<file path="src/logic/serial_map.svh">
`ifndef SERIAL_MAP_SVH
`define SERIAL_MAP_SVH

// ****************************************
// Register word indices (byte address = 4 x index)
// ****************************************
`define IDX_CTL_ONE  14'h0F95
`define IDX_CTL_TWO  14'h0F96
`define IDX_DATA     14'h0F97
`define IDX_INT_STAT 14'h0F98
`define IDX_INT_MASK 14'h0F99

// ****************************************
// Field positions and reset values
// ****************************************
`define B_TX_EN      7
`define B_RX_EN      6
`define B_TX_STOP    5
`define B_EVEN       4
`define B_PAR_ON     3
`define CTL_ONE_RST  8'h00
`define CTL_TWO_RST  3'h0
`define INT_RST      3'h0

// ****************************************
// Baud divisors, in main clock periods per oversample tick
// ****************************************
`define DIV_0        9'h00D
`define DIV_1        9'h01A
`define DIV_2        9'h034
`define DIV_3        9'h068
`define DIV_4        9'h0D0
`define DIV_5        9'h1A0
`define DIV_7        9'h060
`define RATE_TIMER   3'h6

// ****************************************
// Noise filter widths, in main clock periods
// ****************************************
`define FLT_1        7'h1F
`define FLT_2        7'h3F
`define FLT_3        7'h7F

// ****************************************
// Oversampling positions within one bit
// ****************************************
`define OVS_LAST     4'hF
`define SMP_FIRST    4'h7
`define SMP_LAST     4'h9

`endif

</file>
<file path="src/logic/serial_pkg.sv">
package serial_pkg;
	typedef enum logic [2:0] {tx_idle, tx_start, tx_data, tx_par, tx_stop} tx_state_type;
	typedef enum logic [2:0] {rx_idle, rx_start, rx_data, rx_par, rx_stop} rx_state_type;
endpackage

</file>
<file path="src/logic/async_serial_control.sv">
// Decided for this implementation: the Wishbone interface to the registers.
`timescale 1ns/1ps
`include "serial_map.svh"
module async_serial_control import serial_pkg::*; #(
	parameter int DATA_BITS = 8
)(
	// Clock and reset
	input  wire logic        mclk,
	input  wire logic        rst,
	// Wishbone slave
	input  wire logic        wb_cyc_i,
	input  wire logic        wb_stb_i,
	input  wire logic        wb_we_i,
	input  wire logic [15:0] wb_adr_i,
	input  wire logic [3:0]  wb_sel_i,
	input  wire logic [31:0] wb_dat_i,
	output logic      [31:0] wb_dat_o,
	output logic             wb_ack_o,
	// Serial pins and timer event
	input  wire logic        serial_in_pin,
	output logic             serial_out_pin,
	input  wire logic        timer_three_match,
	// Interrupt
	output logic             irq
);
	localparam logic [2:0] LAST_BIT = 3'(DATA_BITS - 1);
	logic         [7:0] ctl_one_r, tx_hold_r, rx_buf_r, rx_sh_r;
	logic         [2:0] ctl_two_r, int_stat_r, int_mask_r;
	logic         [8:0] div_cnt_r;
	logic         [6:0] flt_cnt_r;
	tx_state_type       tx_st_r;
	rx_state_type       rx_st_r;
	logic         [3:0] tcnt_r, rcnt_r;
	logic         [2:0] tbit_r, rbit_r, smp_r;
	logic               perr_r, ferr_r, oerr_r, rx_full_r, tx_done_r, tx_empty_r;
	logic               sr_seen_r, rx_filt_r;
	logic               tx_en_eff_r, rx_en_eff_r, tx_pend_r;
	logic               perr_l_r, ferr_l_r, rx_fin_r;

	// ****************************************
	// Bus decode
	// ****************************************
	wire [13:0] idx      = wb_adr_i[15:2];
	wire        req      = wb_cyc_i & wb_stb_i & ~wb_ack_o;
	wire        wr       = req & wb_we_i & wb_sel_i[0];
	wire        rd       = req & ~wb_we_i;
	wire        hit_one  = idx == `IDX_CTL_ONE;
	wire        hit_two  = idx == `IDX_CTL_TWO;
	wire        hit_data = idx == `IDX_DATA;
	wire        hit_ist  = idx == `IDX_INT_STAT;
	wire        hit_msk  = idx == `IDX_INT_MASK;
	wire        rd_rxbuf = rd & hit_data;
	wire        rx_clr   = rd_rxbuf & sr_seen_r;
	wire [7:0]  status   = {perr_r, ferr_r, oerr_r, rx_full_r, tx_done_r, tx_empty_r, 2'b00};
	wire [7:0]  rd_val   = hit_one  ? status :
	                       hit_data ? rx_buf_r :
	                       hit_ist  ? {5'h00, int_stat_r} :
	                       hit_msk  ? {5'h00, int_mask_r} : 8'h00;

	// Control registers are write only; a read of control one shows status
	always_ff @(posedge mclk or posedge rst) begin
		if (rst) begin
			ctl_one_r  <= `CTL_ONE_RST;
			ctl_two_r  <= `CTL_TWO_RST;
			int_mask_r <= `INT_RST;
		end else if (wr) begin
			if (hit_one) ctl_one_r <= wb_dat_i[7:0];
			if (hit_two) ctl_two_r <= wb_dat_i[2:0];
			if (hit_msk) int_mask_r <= wb_dat_i[2:0];
		end
	end

	// Single wait state: answer one cycle after the request
	always_ff @(posedge mclk or posedge rst) begin
		if (rst) begin
			wb_ack_o  <= 1'b0;
			wb_dat_o  <= 32'h0000_0000;
			sr_seen_r <= 1'b0;
		end else begin
			wb_ack_o <= req;
			if (rd) wb_dat_o <= {24'h00_0000, rd_val};
			if (req) sr_seen_r <= rd & hit_one;
		end
	end

	// ****************************************
	// Baud tick, shared by both directions
	// ****************************************
	wire [2:0] rate_select = ctl_one_r[2:0];
	wire       parity_on   = ctl_one_r[`B_PAR_ON];
	wire       par_even    = ctl_one_r[`B_EVEN];
	wire [8:0] div_max     = rate_select == 3'h0 ? `DIV_0 :
	                         rate_select == 3'h1 ? `DIV_1 :
	                         rate_select == 3'h2 ? `DIV_2 :
	                         rate_select == 3'h3 ? `DIV_3 :
	                         rate_select == 3'h4 ? `DIV_4 :
	                         rate_select == 3'h5 ? `DIV_5 : `DIV_7;
	wire       div_hit     = div_cnt_r >= div_max - 9'h001;
	wire       use_timer   = rate_select == `RATE_TIMER;
	wire       tick        = use_timer ? timer_three_match : div_hit;

	// Compare with >= so a rate change never strands the counter
	always_ff @(posedge mclk or posedge rst) begin
		if (rst) div_cnt_r <= 9'h000;
		else if (div_hit) div_cnt_r <= 9'h000;
		else div_cnt_r <= div_cnt_r + 9'h001;
	end

	// ****************************************
	// Receive noise filter
	// ****************************************
	wire [1:0] noise_filter_sel = ctl_two_r[2:1];
	wire [6:0] flt_max = noise_filter_sel == 2'h1 ? `FLT_1 :
	                     noise_filter_sel == 2'h2 ? `FLT_2 : `FLT_3;

	// With the filter on, pulses shorter than the window never reach the receiver
	always_ff @(posedge mclk or posedge rst) begin
		if (rst) begin
			rx_filt_r <= 1'b1;
			flt_cnt_r <= 7'h00;
		end else if (noise_filter_sel == 2'h0) begin
			rx_filt_r <= serial_in_pin;
			flt_cnt_r <= 7'h00;
		end else if (serial_in_pin == rx_filt_r) begin
			flt_cnt_r <= 7'h00;
		end else if (flt_cnt_r >= flt_max - 7'h01) begin
			rx_filt_r <= serial_in_pin;
			flt_cnt_r <= 7'h00;
		end else begin
			flt_cnt_r <= flt_cnt_r + 7'h01;
		end
	end

	// ****************************************
	// Transmitter
	// ****************************************
	wire t_end   = tick & (tcnt_r == `OVS_LAST);
	wire tx_go   = (tx_st_r == tx_idle) & tx_en_eff_r & tx_pend_r & tick;
	wire par_bit = ^tx_hold_r ^ ~par_even;
	wire tx_bit  = tx_st_r == tx_start ? 1'b0 :
	               tx_st_r == tx_data  ? tx_hold_r[tbit_r] :
	               tx_st_r == tx_par   ? par_bit : 1'b1;
	always_ff @(posedge mclk or posedge rst) begin
		if (rst) begin
			tx_hold_r <= 8'h00;
			tx_pend_r <= 1'b0;
			tx_en_eff_r <= 1'b0;
		end else begin
			if (tx_st_r == tx_idle) tx_en_eff_r <= ctl_one_r[`B_TX_EN];
			if (wr & hit_data) tx_hold_r <= wb_dat_i[7:0];
			if (wr & hit_data & ctl_one_r[`B_TX_EN]) tx_pend_r <= 1'b1;
			else if (tx_go | ~ctl_one_r[`B_TX_EN]) tx_pend_r <= 1'b0;
		end
	end

	always_ff @(posedge mclk or posedge rst) begin
		if (rst) begin
			tx_st_r <= tx_idle;
			tcnt_r  <= 4'h0;
			tbit_r  <= 3'h0;
		end else begin
			if (tx_st_r == tx_idle) tcnt_r <= 4'h0;
			else if (tick) tcnt_r <= tcnt_r + 4'h1;
			case (tx_st_r)
				tx_idle: if (tx_go) tx_st_r <= tx_start;
				tx_start: if (t_end) begin
					tx_st_r <= tx_data;
					tbit_r  <= 3'h0;
				end
				tx_data: if (t_end) begin
					tbit_r <= tbit_r + 3'h1;
					if (tbit_r == LAST_BIT) begin
						tx_st_r <= parity_on ? tx_par : tx_stop;
						tbit_r  <= 3'h0;
					end
				end
				tx_par: if (t_end) tx_st_r <= tx_stop;
				tx_stop: if (t_end) begin
					if (tbit_r == 3'h0 && ctl_one_r[`B_TX_STOP]) tbit_r <= 3'h1;
					else tx_st_r <= tx_idle;
				end
				default: tx_st_r <= tx_idle;
			endcase
		end
	end

	always_ff @(posedge mclk or posedge rst) begin
		if (rst) serial_out_pin <= 1'b1;
		else serial_out_pin <= tx_bit;
	end

	// ****************************************
	// Receiver
	// ****************************************
	wire r_end = tick & (rcnt_r == `OVS_LAST);
	wire maj   = (smp_r[0] & smp_r[1]) | (smp_r[0] & smp_r[2]) | (smp_r[1] & smp_r[2]);
	wire r_smp = tick & (rcnt_r >= `SMP_FIRST) & (rcnt_r <= `SMP_LAST);
	always_ff @(posedge mclk or posedge rst) begin
		if (rst) begin
			rx_st_r <= rx_idle;
			rcnt_r  <= 4'h0;
			rbit_r  <= 3'h0;
			smp_r   <= 3'h7;
			rx_sh_r <= 8'h00;
			perr_l_r <= 1'b0;
			ferr_l_r <= 1'b0;
			rx_fin_r <= 1'b0;
			rx_en_eff_r <= 1'b0;
		end else begin
			rx_fin_r <= 1'b0;
			if (rx_st_r == rx_idle) rx_en_eff_r <= ctl_one_r[`B_RX_EN];
			if (rx_st_r != rx_idle && tick) rcnt_r <= rcnt_r + 4'h1;
			if (r_smp) smp_r <= {smp_r[1:0], rx_filt_r};
			case (rx_st_r)
				// Overrun holds reception off until the flag is cleared
				rx_idle: if (rx_en_eff_r & ~oerr_r & tick & ~rx_filt_r) begin
					rx_st_r  <= rx_start;
					rcnt_r   <= 4'h1;
					perr_l_r <= 1'b0;
					ferr_l_r <= 1'b0;
				end
				rx_start: if (r_end) begin
					rx_st_r <= maj ? rx_idle : rx_data;
					rbit_r  <= 3'h0;
				end
				rx_data: if (r_end) begin
					rx_sh_r[rbit_r] <= maj;
					rbit_r <= rbit_r + 3'h1;
					if (rbit_r == LAST_BIT) begin
						rx_st_r <= parity_on ? rx_par : rx_stop;
						rbit_r  <= 3'h0;
					end
				end
				rx_par: if (r_end) begin
					perr_l_r <= maj != (^rx_sh_r ^ ~par_even);
					rx_st_r  <= rx_stop;
				end
				rx_stop: if (r_end) begin
					if (!maj) ferr_l_r <= 1'b1;
					if (rbit_r == 3'h0 && ctl_two_r[0]) rbit_r <= 3'h1;
					else begin
						rx_st_r  <= rx_idle;
						rx_fin_r <= 1'b1;
					end
				end
				default: rx_st_r <= rx_idle;
			endcase
		end
	end

	// ****************************************
	// Status flags and interrupt; hardware set wins over clear
	// ****************************************
	wire [2:0] ev = {rx_fin_r & (perr_l_r | ferr_l_r | (rx_full_r & ~rx_clr)), rx_fin_r, tx_go};
	always_ff @(posedge mclk or posedge rst) begin
		if (rst) begin
			{perr_r, ferr_r, oerr_r, rx_full_r} <= 4'h0;
			{tx_done_r, tx_empty_r}             <= 2'b11;
			rx_buf_r <= 8'h00;
		end else begin
			if (rx_clr) {perr_r, ferr_r, oerr_r, rx_full_r} <= 4'h0;
			if (wr & hit_data & ctl_one_r[`B_TX_EN]) tx_empty_r <= 1'b0;
			if (tx_go) tx_empty_r <= 1'b1;
			tx_done_r <= tx_st_r == tx_idle;
			if (rx_fin_r & rx_full_r & ~rx_clr) oerr_r <= 1'b1; // Old data kept
			else if (rx_fin_r) begin
				rx_buf_r  <= rx_sh_r;
				rx_full_r <= 1'b1;
				perr_r   <= perr_l_r;
				ferr_r   <= ferr_l_r;
			end
		end
	end

	always_ff @(posedge mclk or posedge rst) begin
		if (rst) begin
			int_stat_r <= `INT_RST;
			irq        <= 1'b0;
		end else begin
			int_stat_r <= ((rd & hit_ist) ? 3'h0 : int_stat_r) | ev;
			irq        <= |(int_stat_r & int_mask_r);
		end
	end
endmodule

</file>
<file path="config.mk">
export PLATFORM = sky130hd
export DESIGN_NAME = async_serial_control
export DESIGN_NICKNAME = d
export VERILOG_FILES = /design/src/logic/serial_pkg.sv /design/src/logic/async_serial_control.sv
export VERILOG_INCLUDE_DIRS = /design/src /design/src/logic
export SDC_FILE = /design/constraint.sdc
export NUM_CORES = 1
export LEC_CHECK = 0
export BUFFER_PORTS_ARGS = -buffer_cell sky130_fd_sc_hd__buf_4
export CAP_MARGIN = 20
export CORE_MARGIN = 2
export CORE_UTILIZATION = 40
export DETAILED_ROUTE_END_ITERATION = 10
export GPL_TIMING_DRIVEN = 0
export PLACE_DENSITY = 0.59
export RECOVER_POWER = 100
export SLEW_MARGIN = 20
export SYNTH_ARGS = -nofsm -noshare
export SYNTH_HDL_FRONTEND = slang
export SYNTH_SLANG_ARGS = --single-unit
</file>
<file path="constraint.sdc">
create_clock -name mclk -period 3.6 [get_ports mclk]
set_input_delay 0.72 -clock mclk [delete_from_list [all_inputs] [get_ports mclk]]
set_output_delay 0.72 -clock mclk [all_outputs]
set_load 0.01 [all_outputs]
</file>
# Word level (Yosys, flattened, before mapping)
# Index checks and enable logic that the tools add are counted.
# W data, S select, Z words.
# word_totals
register_bits,105
inputBits,59
# op_classes
n_lt_le_gt_ge,7
n_bitwise,45
reduce_logical,35
eq_ne,45
addsub,8
muxes,88
# op_table
cell,n
$mux W3,28
$eq A14 B12 Y1 const B,5
$mux W9,7
$mux W7,5
$ne A2 B2 Y1 const B,16
$mux W1,31
$pmux W3 S5,2
$and A1 B1 Y1,28
$eq A3 B3 Y1 const B,7
$mux W4,5
$eq A3 B2 Y1 const B,6
$pmux W3 S3,2
$mux W8,2
$reduce_xor A8 Y1,2
$logic_not A3 Y1,5
$reduce_and A7 Y1,2
$reduce_bool A2 Y1,7
$reduce_and A2 Y1,6
$reduce_and A5 Y1,2
$add A9 B1 Y9 const B,1
$eq A3 B1 Y1 const B,3
$ge A9 B9 Y1,1
$reduce_bool A3 Y1,3
$sub A9 B1 Y9 const B,1
other kinds (30),51

# Depth between registers and ports, before layout
# logic_depth
depth_word,14
mapped_depth,13
depth_no_buf,10

# Worst setup path after synthesis
# OpenSTA, ideal clock, no wires.
# synth_path
path_kind,register to register
startpoint,reg ctl_one_r[0]
endpoint,reg rx_st_r[1]
setup_slack_ps,1174
stages_incl_launch_ff,9
setup_ps,126
arrival_ps,2300
synth_period_minus_slack_ps,2426
path_cell_list,dfrtp_1 > buf_6 > or3_1 > ha_1 > nor2b_1 > o211ai_1 > a32oi_4 > or3_1 > a221o_1
# synth_via
elab_chain_cells,14
# synth_rtl
item,line_no,rtl
from (decl),async_serial_control.sv:27,"logic [7:0] ctl_one_r, tx_hold_r, rx_buf_r, rx_sh_r;"
from (signal assigned),async_serial_control.sv:63,ctl_one_r <= `CTL_ONE_RST;
from (signal assigned),async_serial_control.sv:67,if (hit_one) ctl_one_r <= wb_dat_i[7:0];
$eq A3 B3 Y1,async_serial_control.sv:97,rate_select == 3'h5 ? `DIV_5 : `DIV_7;
$mux W9 (no line) (6 in a row),-,
$sub A9 B1 Y9,async_serial_control.sv:98,wire div_hit = div_cnt_r >= div_max - 9'h001;
$ge A9 B9 Y1,async_serial_control.sv:98,
$mux W1 (*),async_serial_control.sv:100,wire tick = use_timer ? timer_three_match : div_hit;
$and A1 B1 Y1 (2 in a row),async_serial_control.sv:216,rx_idle: if (rx_en_eff_r & ~oerr_r & tick & ~rx_filt_r) begin
$ne A2 B1 Y1 (no line),-,
$reduce_and A7 Y1 (no line) (*),-,
to (signal assigned),async_serial_control.sv:217,rx_st_r <= rx_start;
to (signal assigned),async_serial_control.sv:223,rx_st_r <= maj ? rx_idle : rx_data;
to (signal assigned),async_serial_control.sv:230,rx_st_r <= parity_on ? rx_par : rx_stop;
to (decl),async_serial_control.sv:32,rx_state_type rx_st_r;
# Every way passes the cells marked *; elsewhere a longest branch is shown, timed or not.
# A chain may end at the register's enable or synchronous reset.

# Worst setup path in the final report
# layout_path
startpoint,reg ctl_one_r[2]
endpoint,reg rbit_r[1]
# layout_via
elab_chain_cells,13
# layout_rtl
item,line_no,rtl
$eq A3 B3 Y1,async_serial_control.sv:97,
$mux W9 (no line) (6 in a row),-,
$sub A9 B1 Y9,async_serial_control.sv:98,
$ge A9 B9 Y1,async_serial_control.sv:98,
$mux W1 (*),async_serial_control.sv:100,
$and A1 B1 Y1 (*),async_serial_control.sv:195,wire r_end = tick & (rcnt_r == `OVS_LAST);
$ne A2 B2 Y1 (no line),-,
$reduce_and A5 Y1 (no line) (*),-,
to (signal assigned),async_serial_control.sv:228,rbit_r <= rbit_r + 3'h1;
to (decl),async_serial_control.sv:34,"logic [2:0] tbit_r, rbit_r, smp_r;"
# Marks and branches as above.

==> key figures <==
Outcome
  – Status: finished with violations
  – Failing checks: max-capacitance violations, max-slew violations

Clock network
  – Clock Path Buffers: 2
  – Clk_lat worst skew: 350 ps
  – CTS Root Cell: clkbuf_16
  – Cts repair resizes: 0
  – H-tree lvl count: 3
  – Post-CTS setup buffers: 0
  – TritonCTS clock tree: built
  – CTS sink cnt: between 100 and 150
  – Clk slew on worst S/H paths: 70 ps
  – Total CTS buffers: 9
  – Hold buffer count at CTS: 0

Route
  – Antenna Violating Nets Remaining: 0
  – Drt wl/cell: 15.1 um
  – Routed WL: 12200 um
  – DR vias/cell: 5.14
  – DR pass1 iterations: 4
  – Via count: 4164
  – DR iter-0 viols: 223
  – # DRC: 0

Timing
  – Worst Skew: 11.9 ps
  – Post-layout minimum cycle time: 2990 ps
  – WHS: around 470 ps
  – Final Hold Fails: 0
  – Final period utilization: 83.1%
  – Slew Limit Fails: 42
  – F_max: about 0.33 GHz
  – Headroom to the max-slew limit: -28.3%
  – Worst Tran Pin Value: 1910 ps
  – RSZ-0062 raised after global routing: false
  – Setup TNS: 0 ps
  – Setup violators final: 0

Synthesis
  – Xor and xnor area share after synthesis: 5.07%
  – YS warnings: 0
  – Top FF cell, synth: dfrtp_1
  – Sequential share of the synthesized area: 44.9%
  – Synth area leader: dfrtp_1
  – Post-Syn Area: 0.00588 sq mm
  – Mapped Avg Cell Area: about 11 sq um
  – Largest family of logic cells by synthesized area: simple AND/OR/NAND/NOR gates
  – Synth Area in Compound Gates: approximately a tenth
  – Post-synth top area share: 41.7%
  – EDFF count, synth: 0
  – Post-Synth Adder-Cell Area: 5.71%
  – Synth area leaders: dfrtp_1 (42%), mux2_2 (9.0%), ha_1 (5.5%)
  – Gate count after technology mapping: roughly 550
  – Post-synthesis cell type count: 69
  – #FFs+latches synth: 105
  – Mux contribution to synthesized area: 10.8%
  – FFs w/ async S/R, synth: 100%
  – Post-Synth Simple-Gate Area: 17.0%

Final layout
  – Fill cell count: approximately 1400
  – Area growth syn-to-layout: 14.1%
  – Final #Nets: 706
  – Most common cell after layout, fill and taps aside: dfrtp_1
  – Layout cells sized above 1: between 20% and 30%
  – Commonest cells after routing, fill and taps aside: dfrtp_1 (98), buf_4 (51), mux2_2 (47)
  – Final Non-Filler Cells: 810
  – ANT cells: 0

Run
  – Maxcap violations: 1

Global route
  – Initial antenna violation count: 0
  – Vias in the first global route: around 4000
  – First-pass GRT wire length: 20600 um
  – Pin count of the biggest net entering global routing: 65
  – Tot GR Track Use: around 16%
  – GR Overflow Total: 0

Worst setup path
  – Critical Path RT: between 3000 and 4000 ps
  – Worst-path fanout max: 10
  – CP Launch Type: flip-flop
  – Crit. End Element: flip-flop
  – Worst r2r path cells: 12
  – CP arrival: 3250 ps
  – WS Path Type: reg2reg

Worst hold path
  – Type of the tightest min-delay check: reg2reg
  – Hold Path Depth: 2

Power
  – Leakage: 3.23 nW
  – Total power: 3.10 mW
  – PD cells: 462 mW/mm^2
  – Worst vdd ir: 0.000264 V

Floorplan
  – Initial core utilization: 40.7%
  – Ports: 94
  – Die width: 125 um
  – Die ar.: 0.0157 sq mm
  – Core area: 0.0144 sq mm
  – FP Rows: 44
  – Die H: 125 um

Placement
  – GPL Wtd Cong: ~0.91
  – Post-Place Cells: 794
  – DP Wirelength: 9110 um
  – # port buffers: 40
## logic make-up (layout without fill, tap and decap cells)
logic type | Yosys count | count (layout)
XOR/XNOR | 34 | 34
multiplexers | 55 | 55
flip-flops | 105 | 105
AO/OA/AOI/OAI | 80 | 80
adder cells (fa/ha/maj) | 27 | 27
AND/OR/NAND/NOR | 180 | 180
other | 1 | 24
buffers and inverters | 64 | 121
## cell usage after synthesis (all sizes together), types with 10 or more instances
cell type,number
ha,26
nand2,36
xnor2,20
a21oi,12
o21ai,19
dfrtp,98
inv,21
mux2,47
nor3,15
buf,35
nor2,40
nand4,10
xor2,14
nand3,20
## path summary, 6_finish.rpt
check	start	slack (ps)	endpoint
worst max-delay path	ctl_one_r[2]	610	rbit_r[1]
worst min-delay path	wb_dat_o[3]	470	wb_dat_o[3]
worst max register to register	ctl_one_r[2]	610	rbit_r[1]
worst min register to register	wb_dat_o[3]	470	wb_dat_o[3]
max in group asynchronous	rst	1700	tx_empty_r
min in group asynchronous	rst	870	flt_cnt_r[6]
## metal layers
metal  wire length, um  track usage, %  share of wire [%]  up-vias
met1              5800            22.1                 48     1998
met5                 0               0                  0        -
met4               144            5.69                1.2        0
met2              5680            25.8                 47      102
met3               581            3.68                4.8       16
li1                  -               -                  -     2048
## area by class of cell
class,count,area (sq um),share of cell area (%)
multi-input cells,400,2900,43.3
flip-flops and latches,105,2640,39.3
plain buffers,43,287,4.27
repair buffers,41,279,4.16
well taps,184,230,3.43
clock buffers,9,225,3.36
inverters,21,80.1,1.19
clock inverters,7,67.6,1.01
## critical path: stages (launching register included)
cell and delay, ps:
dfrtp_1 320, clkbuf_1 340, nand2b_1 190, inv_1 60, nand2_1 60, o21ai_0 90
ha_1 300, a21oi_1 240, o211ai_1 210, a32o_1 440, buf_4 240, nand3_1 170
mux2i_1 230
## power breakdown
group	internal (mW)	switching [mW]	total, mW
logic	0.292	0.430	0.722
registers	1.28	0.108	1.39
clock network	0.540	0.444	0.983
total	2.12	0.981	3.10
## through the flow
| stage | worst slack [ps] | utilization, % | cell area, sq um |
|---|---|---|---|
| 5_1_grt | 337 | 46.5 | 6710 |
| 3_3_place_gp | -1070 | 45.0 | 6490 |
| 6_report | 607 | 46.5 | 6710 |
| 4_1_cts | 786 | 47.3 | 6820 |
| 2_1_floorplan | 131 | - | 5960 |
| 3_5_place_dp | 817 | 45.3 | 6530 |
## flip-flops by register name, indices dropped and copies added, names as in the netlist, 4 cells and up
name,count
rcnt_r,4
tcnt_r,4
div_cnt_r,9
wb_dat_o,8
ctl_one_r,8
tx_hold_r,8
rx_buf_r,8
rx_sh_r,8
flt_cnt_r,7
(Power assumes the default switching activity.)
